### src/mmd_regs.vh
`ifndef MMD_REGS_VH
`define MMD_REGS_VH

// Address width of the 2K space
`define MMD_AW 11

// Register offsets in the I/O window
`define MMD_PORT_A_OUTPUT_LATCH 11'h000
`define MMD_PORT_B_OUTPUT_LATCH 11'h001
`define MMD_PORT_A_DIRECTION 11'h004
`define MMD_PORT_B_DIRECTION 11'h005
`define MMD_TIMER_CTRL_STATUS 11'h008
`define MMD_TIMER_COUNT_VALUE 11'h009
`define MMD_EXT_IRQ_CTRL_STATUS 11'h00a
`define MMD_PORT_A_PULL_ENABLE 11'h010
`define MMD_PORT_B_PULL_ENABLE 11'h011
`define MMD_FACTORY_TEST_REG 11'h01f

// Region bounds, inclusive
`define MMD_IO_LO 11'h000
`define MMD_IO_HI 11'h01f
`define MMD_RAM_LO 11'h0c0
`define MMD_RAM_HI 11'h0ff
`define MMD_UROM_LO 11'h300
`define MMD_UROM_HI 11'h7cf
`define MMD_TROM_LO 11'h7d0
`define MMD_TROM_HI 11'h7f7
`define MMD_VROM_LO 11'h7f8
`define MMD_VROM_HI 11'h7ff

// Region codes from the decoder
`define MMD_RG_NONE 3'h0
`define MMD_RG_IO 3'h1
`define MMD_RG_RAM 3'h2
`define MMD_RG_UROM 3'h3
`define MMD_RG_TROM 3'h4
`define MMD_RG_VROM 3'h5

// RAM depth and index width
`define MMD_RAM_DEPTH 64
`define MMD_RAM_AW 6

// Port B direction byte fields
`define MMD_DIRB_SLOW_BIT 7
// Timer control and status fields
`define MMD_TC_TOF_BIT 7
`define MMD_TC_RTIF_BIT 6
`define MMD_TC_TOFE_BIT 5
`define MMD_TC_RTIE_BIT 4
`define MMD_TC_TOFR_BIT 3
`define MMD_TC_RTIFR_BIT 2
// External interrupt control and status fields
`define MMD_IC_IRQE_BIT 7
`define MMD_IC_IRQE1_BIT 6
`define MMD_IC_IRQF_BIT 3
`define MMD_IC_IRQF1_BIT 2
`define MMD_IC_IRQR_BIT 1
`define MMD_IC_IRQR1_BIT 0

// Reset values
`define MMD_RST_BYTE 8'h00
`define MMD_RST_SIX 6'h00
`define MMD_RST_TWO 2'h0
// Value read back where nothing drives data
`define MMD_RD_FILL 8'h00

`endif

### src/mmd_ram.v
`timescale 1ns/1ps
`default_nettype none
`include "mmd_regs.vh"

module mmd_ram #(
	parameter DEPTH = `MMD_RAM_DEPTH,
	parameter AW = `MMD_RAM_AW
) (
	// Clock
	input wire clk_i,
	input wire reset_i,
	// Write port
	input wire wr_i,
	input wire [AW-1:0] waddr_i,
	input wire [7:0] wdata_i,
	// Read port
	input wire rd_i,
	input wire [AW-1:0] raddr_i,
	input wire alt_sel_i,
	input wire [7:0] alt_data_i,
	// Registered read data
	output reg [7:0] rdata_o
);

	// Storage array, no reset
	reg [7:0] mem_q [0:DEPTH-1];

	// Write into the array
	always @(posedge clk_i) begin
		if (wr_i) begin
			mem_q[waddr_i] <= wdata_i;
		end
	end

	// Read register, also carries non-RAM read data
	always @(posedge clk_i) begin
		if (reset_i) begin
			rdata_o <= `MMD_RST_BYTE;
		end else if (rd_i) begin
			if (alt_sel_i) begin
				rdata_o <= alt_data_i;
			end else begin
				rdata_o <= mem_q[raddr_i];
			end
		end
	end

endmodule
`default_nettype wire

### src/mmd_memory_map_decode.v
`timescale 1ns/1ps
`default_nettype none
`include "mmd_regs.vh"

// Contract
// - Decode 2K space: I/O, RAM, ROM
// - I/O registers at 0x000 to 0x01F
// - Unimplemented bits: read undefined, write ignored
// - 64 bytes RAM at 0x0C0 to 0x0FF
// - Stack shares RAM, grows down from 0x0FF
// - User ROM at 0x300 to 0x7CF
// - Vector ROM at 0x7F8 to 0x7FF
// - Test ROM at 0x7D0 to 0x7F7
// - Port data 0/1, direction 4/5
// - Timer control 0x008, counter 0x009
// - Interrupt control 0x00A, rest unimplemented
// - Pull enables at 0x010 and 0x011
// - 0x01F factory test, no user effect
module mmd_memory_map_decode #(
	parameter AW = `MMD_AW,
	parameter PA_W = 8,
	parameter PB_W = 6
) (
	// Clock and reset
	input wire clk_i,
	input wire reset_i,
	// Register bus from the CPU
	input wire [AW-1:0] addr_i,
	input wire [7:0] wdata_i,
	input wire wr_i,
	input wire rd_i,
	output wire [7:0] rdata_o,
	// ROM data for the presented address
	input wire [7:0] urom_data_i,
	input wire [7:0] trom_data_i,
	// Port pins, asynchronous
	input wire [PA_W-1:0] pa_pin_i,
	input wire [PB_W-1:0] pb_pin_i,
	// Timer state from the timer logic
	input wire tof_i,
	input wire rtif_i,
	input wire [7:0] tmr_count_i,
	// Interrupt flags from the interrupt logic
	input wire irqf_i,
	input wire irqf1_i,
	// Port controls
	output reg [PA_W-1:0] port_a_output_latch_o,
	output reg [PB_W-1:0] port_b_output_latch_o,
	output reg [PA_W-1:0] port_a_direction_o,
	output reg [PB_W-1:0] port_b_direction_o,
	output reg slow_edge_en_o,
	output reg [PA_W-1:0] port_a_pull_enable_o,
	output reg [PB_W-1:0] port_b_pull_enable_o,
	// Timer controls
	output reg tof_irq_en_o,
	output reg rtif_irq_en_o,
	output reg [1:0] rt_rate_o,
	output reg tof_clr_o,
	output reg rtif_clr_o,
	// External interrupt controls
	output reg irq_en_o,
	output reg irq1_en_o,
	output reg irq_clr_o,
	output reg irq1_clr_o
);

	// Ports A and B share one synchroniser array
	// Total synchronised pin count
	localparam PIN_W = PA_W + PB_W;

	// Map: I/O window at the very bottom, RAM above it
	// User ROM, test ROM and vectors fill the top
	// Everything else is undecoded and inert
	// Only the first match counts, ranges never overlap
	// Region of an address
	function [2:0] mmd_region;
		input [AW-1:0] a;
		begin
			if (a <= `MMD_IO_HI) begin
				mmd_region = `MMD_RG_IO;
			end else if (a >= `MMD_RAM_LO && a <= `MMD_RAM_HI) begin
				mmd_region = `MMD_RG_RAM;
			end else if (a >= `MMD_UROM_LO && a <= `MMD_UROM_HI) begin
				mmd_region = `MMD_RG_UROM;
			end else if (a >= `MMD_TROM_LO && a <= `MMD_TROM_HI) begin
				mmd_region = `MMD_RG_TROM;
			end else if (a >= `MMD_VROM_LO) begin
				mmd_region = `MMD_RG_VROM;
			end else begin
				mmd_region = `MMD_RG_NONE;
			end
		end
	endfunction

	// Used by every write strobe and the read muxes
	// Region of the current access
	wire [2:0] region;
	assign region = mmd_region(addr_i);

	// Ports, timer and interrupt blocks share this strobe
	// Register write strobes, only inside the I/O window
	wire io_wr;
	assign io_wr = wr_i && (region == `MMD_RG_IO);

	// Stack pushes are ordinary RAM writes
	// RAM write, ROM and holes are never written
	wire ram_wr;
	assign ram_wr = wr_i && (region == `MMD_RG_RAM);

	// Pins change with no regard to our clock
	// First stage may go metastable; only stage two reads it
	// Stage three gives a second look before acceptance
	// Pin synchroniser chain
	reg [PIN_W-1:0] pin_s1_q;
	reg [PIN_W-1:0] pin_s2_q;
	reg [PIN_W-1:0] pin_s3_q;
	// Accepted pin levels
	reg [PIN_W-1:0] pin_q;
	// Raw pins joined
	wire [PIN_W-1:0] pin_raw;
	assign pin_raw = {pb_pin_i, pa_pin_i};

	// Three synchroniser flops and one accept flop per pin, accept once stages two and three agree
	genvar gi;
	generate
		for (gi = 0; gi < PIN_W; gi = gi + 1) begin : g_pin
			always @(posedge clk_i) begin
				if (reset_i) begin
					pin_s1_q[gi] <= 1'b0;
					pin_s2_q[gi] <= 1'b0;
					pin_s3_q[gi] <= 1'b0;
					pin_q[gi] <= 1'b0;
				end else begin
					pin_s1_q[gi] <= pin_raw[gi];
					pin_s2_q[gi] <= pin_s1_q[gi];
					pin_s3_q[gi] <= pin_s2_q[gi];
					// Take new level only when stable
					if (pin_s2_q[gi] == pin_s3_q[gi]) begin
						pin_q[gi] <= pin_s3_q[gi];
					end
				end
			end
		end
	endgenerate

	// Port A in the low bits, port B above it
	// Accepted levels per port
	wire [PA_W-1:0] pa_lvl;
	wire [PB_W-1:0] pb_lvl;
	assign pa_lvl = pin_q[PA_W-1:0];
	assign pb_lvl = pin_q[PIN_W-1:PA_W];

	// Latch keeps its value while the pin is an input
	// Port data registers
	always @(posedge clk_i) begin
		if (reset_i) begin
			port_a_output_latch_o <= `MMD_RST_BYTE;
			port_b_output_latch_o <= `MMD_RST_SIX;
		end else if (io_wr) begin
			// Bits 7 and 6 of port B are unimplemented
			if (addr_i == `MMD_PORT_A_OUTPUT_LATCH) begin
				port_a_output_latch_o <= wdata_i;
			end
			if (addr_i == `MMD_PORT_B_OUTPUT_LATCH) begin
				port_b_output_latch_o <= wdata_i[PB_W-1:0];
			end
		end
	end

	// A set bit lets the latch drive the pin
	// Direction registers, inputs after reset
	always @(posedge clk_i) begin
		if (reset_i) begin
			port_a_direction_o <= `MMD_RST_BYTE;
			port_b_direction_o <= `MMD_RST_SIX;
			slow_edge_en_o <= 1'b0;
		end else if (io_wr) begin
			if (addr_i == `MMD_PORT_A_DIRECTION) begin
				port_a_direction_o <= wdata_i;
			end
			if (addr_i == `MMD_PORT_B_DIRECTION) begin
				// Bit 6 is fixed at zero
				port_b_direction_o <= wdata_i[PB_W-1:0];
				slow_edge_en_o <= wdata_i[`MMD_DIRB_SLOW_BIT];
			end
		end
	end

	// No read back; software keeps its own copy
	// Pull device enables, write only
	always @(posedge clk_i) begin
		if (reset_i) begin
			port_a_pull_enable_o <= `MMD_RST_BYTE;
			port_b_pull_enable_o <= `MMD_RST_SIX;
		end else if (io_wr) begin
			if (addr_i == `MMD_PORT_A_PULL_ENABLE) begin
				port_a_pull_enable_o <= wdata_i;
			end
			if (addr_i == `MMD_PORT_B_PULL_ENABLE) begin
				port_b_pull_enable_o <= wdata_i[PB_W-1:0];
			end
		end
	end

	// Flags themselves live in the timer block
	// Writing one to a clear bit sends a pulse
	// Timer control bits and flag clear pulses
	always @(posedge clk_i) begin
		if (reset_i) begin
			tof_irq_en_o <= 1'b0;
			rtif_irq_en_o <= 1'b0;
			rt_rate_o <= `MMD_RST_TWO;
			tof_clr_o <= 1'b0;
			rtif_clr_o <= 1'b0;
		end else begin
			// Clear pulses last one cycle
			tof_clr_o <= 1'b0;
			rtif_clr_o <= 1'b0;
			if (io_wr && addr_i == `MMD_TIMER_CTRL_STATUS) begin
				tof_irq_en_o <= wdata_i[`MMD_TC_TOFE_BIT];
				rtif_irq_en_o <= wdata_i[`MMD_TC_RTIE_BIT];
				rt_rate_o <= wdata_i[1:0];
				tof_clr_o <= wdata_i[`MMD_TC_TOFR_BIT];
				rtif_clr_o <= wdata_i[`MMD_TC_RTIFR_BIT];
			end
		end
	end

	// Flags themselves live in the interrupt block
	// Interrupt enables and flag clear pulses
	always @(posedge clk_i) begin
		if (reset_i) begin
			irq_en_o <= 1'b0;
			irq1_en_o <= 1'b0;
			irq_clr_o <= 1'b0;
			irq1_clr_o <= 1'b0;
		end else begin
			// Clear pulses last one cycle
			irq_clr_o <= 1'b0;
			irq1_clr_o <= 1'b0;
			if (io_wr && addr_i == `MMD_EXT_IRQ_CTRL_STATUS) begin
				irq_en_o <= wdata_i[`MMD_IC_IRQE_BIT];
				irq1_en_o <= wdata_i[`MMD_IC_IRQE1_BIT];
				irq_clr_o <= wdata_i[`MMD_IC_IRQR_BIT];
				irq1_clr_o <= wdata_i[`MMD_IC_IRQR1_BIT];
			end
		end
	end

	// An input bit reads the synchronised pin level
	// Port read value: pin for inputs, latch for outputs
	wire [PA_W-1:0] pa_rd;
	wire [PB_W-1:0] pb_rd;
	assign pa_rd = (port_a_direction_o & port_a_output_latch_o) |
		(~port_a_direction_o & pa_lvl);
	assign pb_rd = (port_b_direction_o & port_b_output_latch_o) |
		(~port_b_direction_o & pb_lvl);

	// Fixed fill keeps reads repeatable
	// Register read mux; holes and test address read as fill
	reg [7:0] io_rd;
	always @* begin
		io_rd = `MMD_RD_FILL;
		case (addr_i)
			`MMD_PORT_A_OUTPUT_LATCH: begin
				io_rd = pa_rd;
			end
			`MMD_PORT_B_OUTPUT_LATCH: begin
				io_rd = {2'b00, pb_rd};
			end
			`MMD_PORT_A_DIRECTION: begin
				io_rd = port_a_direction_o;
			end
			`MMD_PORT_B_DIRECTION: begin
				io_rd = {slow_edge_en_o, 1'b0, port_b_direction_o};
			end
			`MMD_TIMER_CTRL_STATUS: begin
				io_rd = {tof_i, rtif_i, tof_irq_en_o, rtif_irq_en_o,
					2'b00, rt_rate_o};
			end
			`MMD_TIMER_COUNT_VALUE: begin
				io_rd = tmr_count_i;
			end
			`MMD_EXT_IRQ_CTRL_STATUS: begin
				io_rd = {irq_en_o, irq1_en_o, 2'b00,
					irqf_i, irqf1_i, 2'b00};
			end
			`MMD_FACTORY_TEST_REG: begin
				// Test register is invisible to the user
				io_rd = `MMD_RD_FILL;
			end
			default: begin
				// Write-only pull enables and holes
				io_rd = `MMD_RD_FILL;
			end
		endcase
	end

	// ROM bytes arrive combinationally for addr_i
	// Data for every region except RAM
	reg [7:0] alt_rd;
	always @* begin
		alt_rd = `MMD_RD_FILL;
		case (region)
			`MMD_RG_IO: begin
				alt_rd = io_rd;
			end
			`MMD_RG_UROM: begin
				alt_rd = urom_data_i;
			end
			`MMD_RG_VROM: begin
				alt_rd = urom_data_i;
			end
			`MMD_RG_TROM: begin
				alt_rd = trom_data_i;
			end
			default: begin
				// Undecoded space reads fill
				alt_rd = `MMD_RD_FILL;
			end
		endcase
	end

	// Upper address bits are already checked by region
	// Low six bits index RAM; stack pointer wraps within it
	wire [`MMD_RAM_AW-1:0] ram_idx;
	assign ram_idx = addr_i[`MMD_RAM_AW-1:0];

	// Non-RAM data pass through the same register
	// so every read answers exactly one cycle later
	// RAM whose read register is the bus read data
	mmd_ram #(
		.DEPTH(`MMD_RAM_DEPTH),
		.AW(`MMD_RAM_AW)
	) u_ram (
		.clk_i(clk_i),
		.reset_i(reset_i),
		.wr_i(ram_wr),
		.waddr_i(ram_idx),
		.wdata_i(wdata_i),
		.rd_i(rd_i),
		.raddr_i(ram_idx),
		.alt_sel_i(region != `MMD_RG_RAM),
		.alt_data_i(alt_rd),
		.rdata_o(rdata_o)
	);

endmodule
`default_nettype wire

### config.mk
export PLATFORM = sky130hd
export DESIGN_NAME = mmd_memory_map_decode
export DESIGN_NICKNAME = d
export VERILOG_FILES = /design/src/mmd_ram.v /design/src/mmd_memory_map_decode.v
export VERILOG_INCLUDE_DIRS = /design/src
export SDC_FILE = /design/constraint.sdc
export NUM_CORES = 1
export LEC_CHECK = 0
export ABC_AREA = 1
export BUFFER_PORTS_ARGS = -buffer_cell sky130_fd_sc_hd__buf_2
export CORE_MARGIN = 2
export CORE_UTILIZATION = 39
export DETAILED_ROUTE_END_ITERATION = 10
export MAX_ROUTING_LAYER = met4
export SLEW_MARGIN = 20
export SYNTH_ARGS = -nofsm -noshare
export SYNTH_HDL_FRONTEND = slang
export SYNTH_SLANG_ARGS = --single-unit
### constraint.sdc
create_clock -name clk_i -period 6.8 [get_ports clk_i]
set_clock_uncertainty 0.1 [all_clocks]
set_input_delay 1.36 -clock clk_i [delete_from_list [all_inputs] [get_ports clk_i]]
set_output_delay 1.36 -clock clk_i [all_outputs]
set_load 0.005 [all_outputs]
# Word level (Yosys, flattened, before mapping)
# Memories as Yosys holds them, arrays and structs flattened.
# Cells that the tools add are included.
# word_totals
register_bits,117
output_inout_bits,61
memories,1
mem_bits_rw,512
elab_cells,147
inputBits,65
# op_classes
reduce_logical,17
muxes,10
bitwise_logic,10
eq_ne,28
magnitude_cmp,8
# mem_list
name,depth,width,rd,rd_clocked_by_memory_dff,write_ports,line_no,source
u_ram.mem_q,64,8,1,0,1,mmd_ram.v:26,reg [7:0] mem_q [0:DEPTH-1];
# ops
cell,count
$pmux 8 s7,1
$eq 11x4->1 const B,3
$pmux 8 s3,1
$eq 11x3->1 const B,2
$eq 11x5->1 const B,2
$ge 11x11->1 const B,2
$le 11x11->1 const B,2
$and 8x8->8,2
$mux 3,5
$eq 1x1->1,14
$and 6x6->6,2
$reduce_and 2->1,6
$eq 11x1->1 const B,1
$ge 11x10->1 const B,1
$ge 11x8->1 const B,1
$le 11x5->1 const B,1
$le 11x8->1 const B,1
$logic_not 11->1,1
$mux 8,1
$not 8->8,1
$or 8x8->8,1
$logic_and 1x1->1,7
$eq 3x2->1 const B,2
$eq 3x3->1 const B,2
7 further kinds,11

# Longest topological paths before layout
# logic_depth
depth_word,11
ltp_mapped,18
depth_no_buf,15

# Modules after synthesis
# Synthesis repeated with hierarchy kept, for this count alone.
# unflattened
hier_cells,2518
area_unflattened_um2,25939.9
# by_module_without_submodules
mod,seq_area_each_um2,area_per_inst_um2,n_inst,cells_per_inst
mmd_ram,15534.9,21222.9,1,1818
mmd_memory_map_decode,2182.1,4717.0,1,700

# Worst setup path before layout
# No wires, ideal clock.
# synth_timing
path_kind,input-to-reg
start,in addr_i[9]
end,mem u_ram.mem_q[11][0] (enable)
cell_stages,7
required_time_ns,6.305
arrival_time_ns,3.134
setup_ns,0.395
slack_ns,3.171
path_buffers,0
path_cell_list,nor2_1 nand2_2 nor2_1 nand2_1 clkinv_1 nand3_1 nor4_1
# synth_via
elab_chain_len,10
elab_cells_between_ends,20
cone_classes,8 x order compare; 1 x eq/ne; 7 x mux; 4 x reduce/logical
# synth_lines
item,line_no,source
"start, declared",mmd_memory_map_decode.v:28,"input wire [AW-1:0] addr_i,"
$ge 11x11->1 (no source line) / $le 11x11->1 (equally long branches),--,
$mux 3 / $logic_and 1x1->1 (equally long branches),--,
$mux 3,mmd_memory_map_decode.v:85,end else if (a >= `MMD_TROM_LO && a <= `MMD_TROM_HI) begin
$mux 3,mmd_memory_map_decode.v:83,end else if (a >= `MMD_UROM_LO && a <= `MMD_UROM_HI) begin
$mux 3,mmd_memory_map_decode.v:81,end else if (a >= `MMD_RAM_LO && a <= `MMD_RAM_HI) begin
$mux 3 *,mmd_memory_map_decode.v:79,if (a <= `MMD_IO_HI) begin
$eq 3x2->1 (no source line) *,--,
$logic_and 1x1->1 *,mmd_memory_map_decode.v:108,assign ram_wr = wr_i && (region == `MMD_RG_RAM);
$mux 1 *,mmd_ram.v:30,if (wr_i) begin
$mux 1 (not written as such) *,mmd_ram.v:31,mem_q[waddr_i] <= wdata_i;
"end, declared",mmd_ram.v:26,
# Every way passes the cells marked *; elsewhere a longest branch is shown, timed or not.

# Worst setup path in the final report
# layout_timing
start,in addr_i[9]
end,mem u_ram.mem_q[59][0] (enable)
# The elaborated chain is that of the path after synthesis.

==> run_results.csv <==
group,metric,value,unit
status,status,"complete, no violations",
sta,period_share,68.3,%
layout,final_layout_size_suffix_gt1_share,9.55,%
sta,tns,0,ns
place,io_buffers,125,
grt,grt_max_degree,116,
clock_tree,worstSkewPairLatency,0.59,ns
grt,grt_pass1_wl,112,mm
layout,fin_util,44.8,%
grt,top_usage_layer,"met2",
routing,first_pass_iters,7,
sta,fmax,215,MHz
grt,grt_pass1_vias,18500,
clock_tree,hold_buffers,0,
pwr,p_leak,0.0127,uW
grt,grt_overflow,0,
worst_setup_path,max_stage_delay,0.94,ns
logic_synthesis,synth.distinct_cells,30,
worst_setup_path,cp.arrival,4.76,ns
grt,grt_util_met1,29.0,%
grt,use_met2,33.3,%
routing,totalWireLength,73.9,mm
sta,slew_headroom,25.5,%
logic_synthesis,post_synth.cell_area_avg,9.62,um2
clock_tree,clk_pin_slew,0.05,ns
clock_tree,cts_tree,"yes",
logic_synthesis,syn_nets,2838,
worst_setup_path,worstSetupEndpointType,"flop",
routing,drt_iter0_drc,2024,
floorplanning,start_util,39.6,%
worst_setup_path,cpMostUsedCell,"nor2_1",
pwr,p_per_area,273,nW/um2
sta,setup_viol,0,
floorplanning,die_area,70500,um2
routing,ant_nets,0,
logic_synthesis,synth.area.top_cells,"edfxtp_1 (58%), nand2_1 (14%), dfxtp_1 (8.8%), inv_1 (4.9%), nand3_1 (3.9%)",
place,dp_hpwl,46.1,mm
pwr,ir_drop,0.179,mV
routing,drc,0,
worst_setup_path,required,6.91,ns
grt,grtUsageMet3,4.30,%
floorplanning,die_y,266,um
logic_synthesis,ys_seq_area_share,66.4,%
worst_setup_path,critical_path_class,"in2reg",
logic_synthesis,synth_top_area_cell,"edfxtp_1",
clock_tree,cts_max_level,3,
sta,worstMarginPinSlew,1.11,ns
floorplanning,die_width,266,um
min_path,hold_class,"reg2reg",
sta,report.final.hold_viol_count,0,
routing,vias,19100,
floorplanning,core,67400,um2
clock_tree,cts_buffer_depth,3,
place,gp_congestion,0.927,
logic_synthesis,netlist_instances,2773,
worst_setup_path,cp-start-kind,"primary input",
clock_tree,cts_buffers,67,
sta,rsz0062_at_grt,"no",
clock_tree,cts_setup_buffers,0,
run,cap_violations,0,
sta,slew_viol_final,0,
layout,area_delta_synth_final,13.2,%
place,dpl_worst_slack,1.68,ns
worst_setup_path,worstPathCellList,"buf_2 -> nor2_1 -> nand2_2 -> nor2_1 -> nand2_1 -> clkinv_1 -> nand4_1 -> nor2_1",
clock_tree,cts_sinks,629,
clock_tree,ctsResizeCount,0,
floorplanning,io_pins,126,
logic_synthesis,syn_area,26700,um2
routing,avgRoutedWirePerCell,19.5,um
clock_tree,cts_root_buffer,"clkbuf_16",
grt,grt_use_total,21.6,%
worst_setup_path,slowest_stage,"nor2_1",
floorplanning,rows,95,
logic_synthesis,synth-seq-cells,629,
sta,period_minus_slack,4.65,ns
routing,routed_via_density,5.02,
logic_synthesis,ys.warnings.count,0,
sta,whs,0.300,ns
sta,worst_slack,2.15,ns
layout,nets,2936,
logic_synthesis,synth.top_cell.area_share,57.6,%
worst_setup_path,cp_max_fo,10,
grt,antenna_found_initial,1,
==> worst max-delay path, delay by kind of cell <==
kind	cells	cell delay [ns]
AND/OR/NAND/NOR	6	3.01
buffers and inverters	2	0.37
==> cell usage after synthesis <==
library cell,number
nor3_1,4
or2_2,1
o21ai_1,10
nand3_2,1
inv_1,350
inv_2,6
clkbuf_1,29
buf_1,16
clkinv_1,3
inv_4,1
nor4_1,3
nand2_1,1030
nor2_4,5
dfxtp_1,117
a211oi_1,14
nor4_4,1
a21oi_1,89
nand4_1,26
nor3_2,2
buf_6,3
nand3_4,1
nand3_1,207
o21ai_0,69
buf_4,14
nor3_4,3
nor2_2,5
nand2_2,4
edfxtp_1,512
nor2_1,184
buf_2,63
==> routing by layer <==
layer  part of all wire, %  wire length [um]
met1                    43             31800
met3                   8.3              6170
met2                    46             33900
met4                   2.7              2010
met5                     0                 0
==> per-stage QoR <==
step / total power, uW / instance area (um2) / cells
2_1_floorplan: 4520 / 26700 / 2773
3_3_place_gp: 4720 / 28000 / 3674
3_5_place_dp: 4730 / 28000 / 3674
4_1_cts: 8300 / 30200 / 3794
5_1_grt: 8490 / 30200 / 3796
6_report: 8260 / 30200 / 3796
==> layout make-up <==
class	instances	area, um2
fillers	6311	37200
flip-flops and latches	629	17700
multi-input cells	1659	6990
clock buffers	83	1830
inverters	360	1360
well taps	873	1090
repair buffers	154	890
clock inverters	37	327
diodes	1	2.50
==> kinds of logic (layout without fill, tap and decap cells) <==
| family | count (synthesis) | count (layout) | share of synthesized area, % |
|---|---|---|---|
| other | 0 | 1 | 0 |
| buffers and inverters | 485 | 634 | 7.41 |
| AOI/OAI and AO/OA | 182 | 182 | 3.55 |
| and+or+nand+nor | 1477 | 1477 | 22.6 |
| DFF | 629 | 629 | 66.4 |
==> registers in the layout, summed over array words and instances (netlist names), 2 cells and up <==
register,cells
u_ram.rdata_o,8
pa_lvl,8
port_a_direction_o,8
port_b_direction_o,6
pin_s2_q,14
port_a_output_latch_o,8
port_b_pull_enable_o,6
pin_s1_q,14
port_a_pull_enable_o,8
port_b_output_latch_o,6
pb_lvl,6
rt_rate_o,2
pin_s3_q,14
u_ram.mem_q,512
==> path summary, 6_finish.rpt <==
kind	from	end	cells after the start	slack, ns
worst max-delay path	addr_i[9]	u_ram.mem_q[59][0]$_DFFE_PP_	8	2.15
worst min-delay path	pin_s1_q[7]$_SDFF_PP0_	pin_s2_q[7]$_SDFF_PP0_	2	0.30
worst max register to register	u_ram.mem_q[36][6]$_DFFE_PP_	u_ram.rdata_o[6]$_SDFFE_PP0P_	14	4.86
worst min register to register	pin_s1_q[7]$_SDFF_PP0_	pin_s2_q[7]$_SDFF_PP0_	2	0.30
==> report_power, final <==
part / leakage (uW) / internal, uW / switching, uW
sequential: 0.00555 / 4170 / 7.52
combinational: 0.00616 / 111 / 356
clock: 0.00104 / 2140 / 1480
==> placed cells by master, fill, tap and decap left out, types with 5 or more instances in the layout <==
cell type,n
nand2_1,1030
edfxtp_1,512
inv_1,348
nand3_1,207
nor2_1,184
buf_2,123
dfxtp_1,117
a21oi_1,89
clkbuf_16,71
o21ai_0,69
buf_4,27
nand4_1,26
clkinv_1,21
a211oi_1,14
clkbuf_1,11
o21ai_1,10
clkinv_2,8
inv_2,7
bufinv_16,6
nor2_4,5
nor2_2,5
(Power assumes the default switching activity.)
